===== src/hw/bpp_pkg.sv =====
package bpp_pkg;

    // Register indices; the byte address of each is four times its index
    localparam logic [1:0]  DATA_IDX     = 2'h0;
    localparam logic [1:0]  STATUS_IDX   = 2'h1;
    localparam logic [1:0]  CONTROL_IDX  = 2'h2;
    localparam int          IDX_LSB      = 2;
    localparam int          IDX_MSB      = 3;

    // Control register fields
    localparam int          CTRL_STROBE  = 0;
    localparam int          CTRL_FEED    = 1;
    localparam int          CTRL_INIT    = 2;
    localparam int          CTRL_SEL_IN  = 3;
    localparam int          CTRL_IRQ_EN  = 4;
    localparam int          CTRL_DIR     = 5;
    localparam logic [7:0]  CTRL_WR_MASK = 8'h3f;

    // Status register fields
    localparam int          STAT_FLAG    = 2;
    localparam logic [1:0]  STAT_FIXED   = 2'h3;

    // Values after reset
    localparam logic [7:0]  DATA_RESET   = 8'h00;
    localparam logic [7:0]  CTRL_RESET   = 8'h00;
    localparam logic        FLAG_RESET   = 1'b1;

    // Printer inputs, ordered as status bits 7 down to 3
    typedef struct packed {
        logic busy;
        logic ack_n;
        logic paper_out;
        logic selected;
        logic fault_n;
    } bpp_status_in_t;

    // Everything that crosses the synchroniser: status inputs and data lines
    typedef struct packed {
        bpp_status_in_t status;
        logic [7:0]     lines;
    } bpp_pins_t;

    typedef struct packed {
        bpp_pins_t first;
        bpp_pins_t second;
    } bpp_sync_state_t;

    typedef struct packed {
        logic [7:0]  data_reg;
        logic [7:0]  ctrl_reg;
        logic        flag_reg;
        logic        ack_prev;
        logic        ph_valid;
        logic        ph_write;
        logic [1:0]  ph_idx;
        logic [31:0] rdata;
    } bpp_state_t;

endpackage : bpp_pkg


===== src/hw/bpp_port.sv =====
// The AHB-Lite slave port was chosen for this implementation.
`timescale 1ns/1ns

module bpp_port (
    // Clock and reset
    input  wire logic        hclk,
    input  wire logic        hresetn,
    // AHB-Lite slave
    input  wire logic        hsel,
    input  wire logic [31:0] haddr,
    input  wire logic [1:0]  htrans,
    input  wire logic        hwrite,
    input  wire logic [2:0]  hsize,
    input  wire logic [31:0] hwdata,
    input  wire logic        hready,
    output logic      [31:0] hrdata,
    output logic             hreadyout,
    output logic             hresp,
    // Mode strap
    input  wire logic        extended_mode_pin,
    // Parallel data lines
    input  wire logic [7:0]  parallel_data_lines_in,
    output logic      [7:0]  parallel_data_lines_out,
    output logic             parallel_data_lines_oe_n,
    // Printer status inputs
    input  wire logic        printer_busy,
    input  wire logic        printer_ack_n,
    input  wire logic        paper_out,
    input  wire logic        printer_selected,
    input  wire logic        printer_fault_n,
    // Printer control outputs
    output logic             data_strobe_n,
    output logic             auto_line_feed_n,
    output logic             printer_init_n,
    output logic             select_in_line_n,
    // Port interrupt, open to float
    output logic             port_irq_output,
    output logic             port_irq_oe_n
);

    bpp_pkg::bpp_state_t st_reg;
    bpp_pkg::bpp_state_t st_next;
    bpp_pkg::bpp_pins_t  pins_async;
    bpp_pkg::bpp_pins_t  pins_sync;
    logic                addr_take;
    logic                rd_take;
    logic                ack_release;

    // Word-aligned access to one of the three registers
    function automatic logic bpp_mapped(input logic [31:0] addr);
        logic [1:0] idx;
        idx = addr[bpp_pkg::IDX_MSB:bpp_pkg::IDX_LSB];
        bpp_mapped = (addr[31:4] == 28'h0000000) && (addr[1:0] == 2'h0) &&
                     (idx == bpp_pkg::DATA_IDX || idx == bpp_pkg::STATUS_IDX ||
                      idx == bpp_pkg::CONTROL_IDX);
    endfunction : bpp_mapped

    // Value seen by a read of the given index
    function automatic logic [7:0] bpp_read_value(
        input logic [1:0]          idx,
        input logic [7:0]          data_latch,
        input logic [7:0]          ctrl,
        input logic                flag,
        input logic                ext_mode,
        input bpp_pkg::bpp_pins_t  pins
    );
        bpp_read_value = 8'h00;
        case (idx)
            bpp_pkg::DATA_IDX: begin
                if (ext_mode && ctrl[bpp_pkg::CTRL_DIR]) begin
                    bpp_read_value = pins.lines;
                end else begin
                    bpp_read_value = data_latch;
                end
            end
            bpp_pkg::STATUS_IDX: begin
                bpp_read_value = {pins.status, flag, bpp_pkg::STAT_FIXED};
            end
            bpp_pkg::CONTROL_IDX: begin
                bpp_read_value = ctrl & bpp_pkg::CTRL_WR_MASK;
            end
            default: begin
                bpp_read_value = 8'h00;
            end
        endcase
    endfunction : bpp_read_value

    assign pins_async.status.busy      = printer_busy;
    assign pins_async.status.ack_n     = printer_ack_n;
    assign pins_async.status.paper_out = paper_out;
    assign pins_async.status.selected  = printer_selected;
    assign pins_async.status.fault_n   = printer_fault_n;
    assign pins_async.lines            = parallel_data_lines_in;

    // Handshake lines and data lines are all asynchronous to hclk
    bpp_sync u_sync (
        .hclk       (hclk),
        .hresetn    (hresetn),
        .pins_async (pins_async),
        .pins_sync  (pins_sync)
    );

    assign addr_take   = hsel && hready && htrans[1];
    assign rd_take     = addr_take && !hwrite && bpp_mapped(haddr);
    // Acknowledge is active low, so its release is a rising edge
    assign ack_release = pins_sync.status.ack_n && !st_reg.ack_prev;

    always_comb begin
        st_next          = st_reg;
        st_next.ack_prev = pins_sync.status.ack_n;
        // Write data phase lands before the next read so a read right
        // after a write sees the new value without a wait state
        if (st_reg.ph_valid && st_reg.ph_write) begin
            case (st_reg.ph_idx)
                bpp_pkg::DATA_IDX: begin
                    st_next.data_reg = hwdata[7:0];
                end
                bpp_pkg::CONTROL_IDX: begin
                    st_next.ctrl_reg = hwdata[7:0] & bpp_pkg::CTRL_WR_MASK;
                end
                default: begin
                    st_next.ctrl_reg = st_reg.ctrl_reg;
                end
            endcase
        end
        st_next.ph_valid = addr_take && bpp_mapped(haddr);
        st_next.ph_write = hwrite;
        st_next.ph_idx   = haddr[bpp_pkg::IDX_MSB:bpp_pkg::IDX_LSB];
        if (addr_take) begin
            st_next.rdata = 32'h00000000;
        end
        if (rd_take) begin
            st_next.rdata = {24'h000000,
                             bpp_read_value(haddr[bpp_pkg::IDX_MSB:bpp_pkg::IDX_LSB],
                                            st_next.data_reg, st_next.ctrl_reg,
                                            st_reg.flag_reg, extended_mode_pin, pins_sync)};
        end
        if (rd_take && haddr[bpp_pkg::IDX_MSB:bpp_pkg::IDX_LSB] == bpp_pkg::STATUS_IDX) begin
            st_next.flag_reg = 1'b1;
        end
        // A release coinciding with a status read still clears the flag
        if (ack_release && st_reg.ctrl_reg[bpp_pkg::CTRL_IRQ_EN]) begin
            st_next.flag_reg = 1'b0;
        end
    end

    always_ff @(posedge hclk or negedge hresetn) begin
        if (!hresetn) begin
            st_reg          <= '0;
            st_reg.data_reg <= bpp_pkg::DATA_RESET;
            st_reg.ctrl_reg <= bpp_pkg::CTRL_RESET;
            st_reg.flag_reg <= bpp_pkg::FLAG_RESET;
            st_reg.ack_prev <= 1'b1;
        end else begin
            st_reg <= st_next;
        end
    end

    // Zero wait states, never an error
    assign hreadyout = 1'b1;
    assign hresp     = 1'b0;
    assign hrdata    = st_reg.rdata;

    assign parallel_data_lines_out  = st_reg.data_reg;
    // Direction is ignored in compatibility mode
    assign parallel_data_lines_oe_n = extended_mode_pin && st_reg.ctrl_reg[bpp_pkg::CTRL_DIR];

    assign data_strobe_n    = !st_reg.ctrl_reg[bpp_pkg::CTRL_STROBE];
    assign auto_line_feed_n = !st_reg.ctrl_reg[bpp_pkg::CTRL_FEED];
    assign printer_init_n   = st_reg.ctrl_reg[bpp_pkg::CTRL_INIT];
    assign select_in_line_n = !st_reg.ctrl_reg[bpp_pkg::CTRL_SEL_IN];

    // High while the flag shows a pending acknowledge
    assign port_irq_output = !st_reg.flag_reg;
    assign port_irq_oe_n   = !st_reg.ctrl_reg[bpp_pkg::CTRL_IRQ_EN];

    logic pend_wr;
    assign pend_wr = st_reg.ph_valid && st_reg.ph_write;
endmodule : bpp_port


===== src/hw/bpp_sync.sv =====
`timescale 1ns/1ns

module bpp_sync (
    // Clock and reset
    input  wire logic               hclk,
    input  wire logic               hresetn,
    // Asynchronous pins in, synchronous copy out
    input  wire bpp_pkg::bpp_pins_t pins_async,
    output bpp_pkg::bpp_pins_t      pins_sync
);

    bpp_pkg::bpp_sync_state_t st_reg;
    bpp_pkg::bpp_sync_state_t st_next;

    // First stage feeds only the second stage
    always_comb begin
        st_next        = st_reg;
        st_next.first  = pins_async;
        st_next.second = st_reg.first;
    end

    always_ff @(posedge hclk or negedge hresetn) begin
        if (!hresetn) begin
            st_reg <= '0;
            // Acknowledge idles high; a low copy here would fake a release
            st_reg.first.status.ack_n  <= 1'b1;
            st_reg.second.status.ack_n <= 1'b1;
        end else begin
            st_reg <= st_next;
        end
    end

    assign pins_sync = st_reg.second;

endmodule : bpp_sync

===== config.mk =====
export PLATFORM = sky130hd
export DESIGN_NAME = bpp_port
export DESIGN_NICKNAME = d
export VERILOG_FILES = /design/src/hw/bpp_pkg.sv /design/src/hw/bpp_port.sv /design/src/hw/bpp_sync.sv
export SDC_FILE = /design/constraint.sdc
export NUM_CORES = 1
export LEC_CHECK = 0
export ABC_AREA = 1
export BUFFER_PORTS_ARGS = -buffer_cell sky130_fd_sc_hd__buf_2
export CORE_MARGIN = 2
export CORE_UTILIZATION = 38
export CTS_BUF_LIST = sky130_fd_sc_hd__clkbuf_4 sky130_fd_sc_hd__clkbuf_8 sky130_fd_sc_hd__clkbuf_16
export DETAILED_ROUTE_END_ITERATION = 10
export GPL_TIMING_DRIVEN = 0
export PLACE_DENSITY = 0.69
export SETUP_SLACK_MARGIN = 0.02
export SYNTH_ARGS = -nofsm -noshare
export SYNTH_HDL_FRONTEND = slang
export SYNTH_SLANG_ARGS = --single-unit

===== constraint.sdc =====
create_clock -name hclk -period 1.5 [get_ports hclk]
set_input_delay 0.225 -clock hclk [delete_from_list [all_inputs] [get_ports hclk]]
set_output_delay 0.225 -clock hclk [all_outputs]
set_load 0.1 [all_outputs]

==> results.toml <==
[setup_path]
cp-start-kind = "flip-flop"
crit_type = "flip-flop to output port"
arrival_ps = 1210
cp_max_fo = 2
r2r_cells = 9
worstPathRequired_ps = 1270
r2r_start = "st_reg[32]$_DFF_PN0_"
reg2reg_to = "hrdata[2]$_DFFE_PN0P_"
ff2ff_setup_slack_ps = 80
cp-end-kind = "output port"

[clock_network]
htreeDepth = 2
clk_path_buf_depth = 2
clock_sinks = 54
cts_buffers = 5
tritoncts = "yes"
cts.clk_slew.worst_paths_ps = 90
clock_latency_ps = 300
cts_root_buf = "clkbuf_8"

[floorplanning]
rows = 31
core_region_area_um2 = 7140
start_util_pct = 38.8
die_w_um = 89.3
die_area_um2 = 7980
dieHeight_um = 89.3
ios = 137

[power]
clockPowerShare_pct = 28.4
power_switching_share_pct = 30.6
leakagePower_nw = 2.16
power_density_nw_per_um2 = 816
p_int_mw = 2.03
pwr-share-seq_pct = 51.6
power_frac_comb_pct = 20.0
ir_drop_mv = 0.521
switchingPower_mw = 0.895

[timing]
setup_tns_ps = 0
finalWorstSetupSlack_ps = 64.5
setup_viol_count_final = 0
slew-limit-headroom_pct = 23.2
tightest_slew_ps = 1150
final_hold_viol_count = 0
rsz0062_at_grt = "true"
final_max_slew_viol_count = 0
post-route-min-period_ps = 1440
fin_skew_ps = 10.3
clock.fmax_mhz = 697
timing.final.crit_share_pct = 95.7

[detailed_routing]
dr.pass1.iters = 5
vias = 2309
drc_errors = 0
drt_iter0_markers = 135
wire_per_inst_um = 10.4
via_per_inst = 4.12
antenna_left = 0
routed_wirelength_um = 5840

[global_routing]
grt_pass1_wl_um = 8920
grt_pass1_vias = 2059
grt_overflow = 0
grt_util_all_layers_pct = 14.7
antenna_found_initial = 0
grt_max_degree = 55

[placement]
dp_hpwl_um = 4460
placed_area_um2 = 3400
numPortBuffers = 81
gp_congestion = 0.819
dp_slack_ps = 34.2

[outcome]
status = "completed"

[worst_hold_path]
hp-class = "primary input to flip-flop"
hold_end = "u_sync.st_next[0]$_DFF_PN0_"
hp-start = "parallel_data_lines_in[0]"
hold_depth = 1

[finish]
finish.utilization_pct = 50.3
drive_above_1_share_pct = 35.9
num_antenna_cells = 0
fin_area_um2 = 3590
final.fill_count = 696
area_growth_pct = 29.7
nets = 549

[logic_synthesis]
syn_area_um2 = 2770
syn_inst = 341
syn_avg_cell_area_um2 = 8.11
seq_area_frac_synth_pct = 49.0
synth_area_leader_cell = "dfrtp_1"
yosysTopAreaCellShare_pct = 45.2
yosys_warnings = 0
synth-seq-cells = 54
ys_top_cells_by_area = "dfrtp_1, nand2_1, buf_4"
yosysUniqueCellTypes = 26

[job]
drv_cap = 0
## kinds of logic after synthesis
family | count (synthesis) | synth area share, %
AO/OA/AOI/OAI | 19 | 5.16
buffers and inverters | 93 | 18.9
flip-flops | 54 | 49.0
other | 2 | 0.271
AND/OR/NAND/NOR | 173 | 26.6
## placed cells by master (no fill, tap or decap)
cell	count
clkinv_2	1
clkbuf_8	6
nand2_1	97
dfstp_2	4
conb_1	26
nand2_4	2
inv_1	38
and2_0	1
clkbuf_16	1
nand3_4	1
nor2_1	44
a21oi_1	1
nand2_2	3
nand4_1	1
buf_2	81
o21a_1	5
buf_8	1
nor2_4	1
nor3_4	1
nand3b_1	1
o21ai_2	6
nand3_2	1
dfrtp_1	50
o211ai_1	5
clkinv_1	3
clkbuf_4	2
nand3_1	21
inv_2	3
buf_4	47
o21ai_1	2
dlygate4sd3_1	1
buf_6	1
clkinvlp_4	4
## timing repair
item | 4_1_cts | 5_1_grt
hold buffers | 0 | 1
hold endpoints to repair | 0 | 1
cloned | 0 | 2
setup endpoints to repair | 1 | 9
resized for setup | 1 | 7
pin swaps | 0 | 5
buffers inserted | 0 | 5
## cell usage after synthesis
library cell and count:
dfrtp_1 50, nand3_2 1, nand2_1 98, conb_1 2, and2_0 1, o21ai_2 6
buf_4 42, nand3_1 21, a21oi_1 1, nand4_1 1, nor3_4 1, nand3_4 1
dfstp_2 4, nand2_4 1, buf_2 1, o21a_1 5, nor2_4 1, nand3b_1 1
o211ai_1 5, nand2_2 2, o21ai_0 2, nor2_1 44, clkinv_1 4, buf_6 2
inv_1 43, inv_2 1
## stage by stage
| stage | hold WS, ps | power [mW] | cells |
|---|---|---|---|
| 4_1_cts | 9.48 | 2.94 | 553 |
| 2_1_floorplan | -70.6 | 1.97 | 365 |
| 3_3_place_gp | 332 | 2.11 | 545 |
| 6_report | 19.3 | 2.93 | 561 |
| 3_5_place_dp | 334 | 2.12 | 545 |
| 5_1_grt | 3.97 | 3.06 | 561 |
## worst max path at each step
stage,start,endpoint,depth (start not counted)
final,st_reg[42]$_DFF_PN0_,port_irq_oe_n,2
after global routing,st_reg[33]$_DFF_PN0_,hrdata[1]$_DFFE_PN0P_,11
after CTS,st_reg[32]$_DFF_PN0_,hrdata[6]$_DFFE_PN0P_,8
after detailed placement,st_reg[32]$_DFF_PN0_,hrdata[7]$_DFFE_PN0P_,8
after global placement,st_reg[32]$_DFF_PN0_,hrdata[7]$_DFFE_PN0P_,8
after floorplan,printer_init_n$_DFF_PN0_,hrdata[2]$_DFFE_PN0P_,8
## final cells by class
cell class	count	area [um^2]	area share, %
buffer	45	347	9.66
clock buffer	7	90.1	2.51
clock inverter	1	5.00	0.139
inverter	48	195	5.44
multi-input combinational	219	991	27.6
sequential	54	1360	37.8
tap	99	124	3.45
timing repair buffer	88	480	13.4
## power groups by stage
stage / clock network [mW] / logic, mW / registers (mW)
final: 0.832 / 0.587 / 1.51
after global routing: 0.911 / 0.634 / 1.51
after CTS: 0.854 / 0.578 / 1.51
after detailed placement: 0 / 0.577 / 1.54
after global placement: 0 / 0.570 / 1.54
after floorplan: 0 / 0.435 / 1.54
## worst max-delay path, stage by stage, from the launching register on
cell	delay, ps
dfrtp_1	410
clkinvlp_4	80
buf_2	420
## metal layers
layer  part of all wire, %  vias up  track usage (%)  wire [um]
li1                      -     1202                -          -
met1                    41     1015             17.3       2380
met2                    48       79             24.8       2810
met3                   8.2       13             3.42        478
met4                   2.8        0             7.73        163
met5                     0        -                0          0
Note: power is estimated with default switching activity, not from simulation.
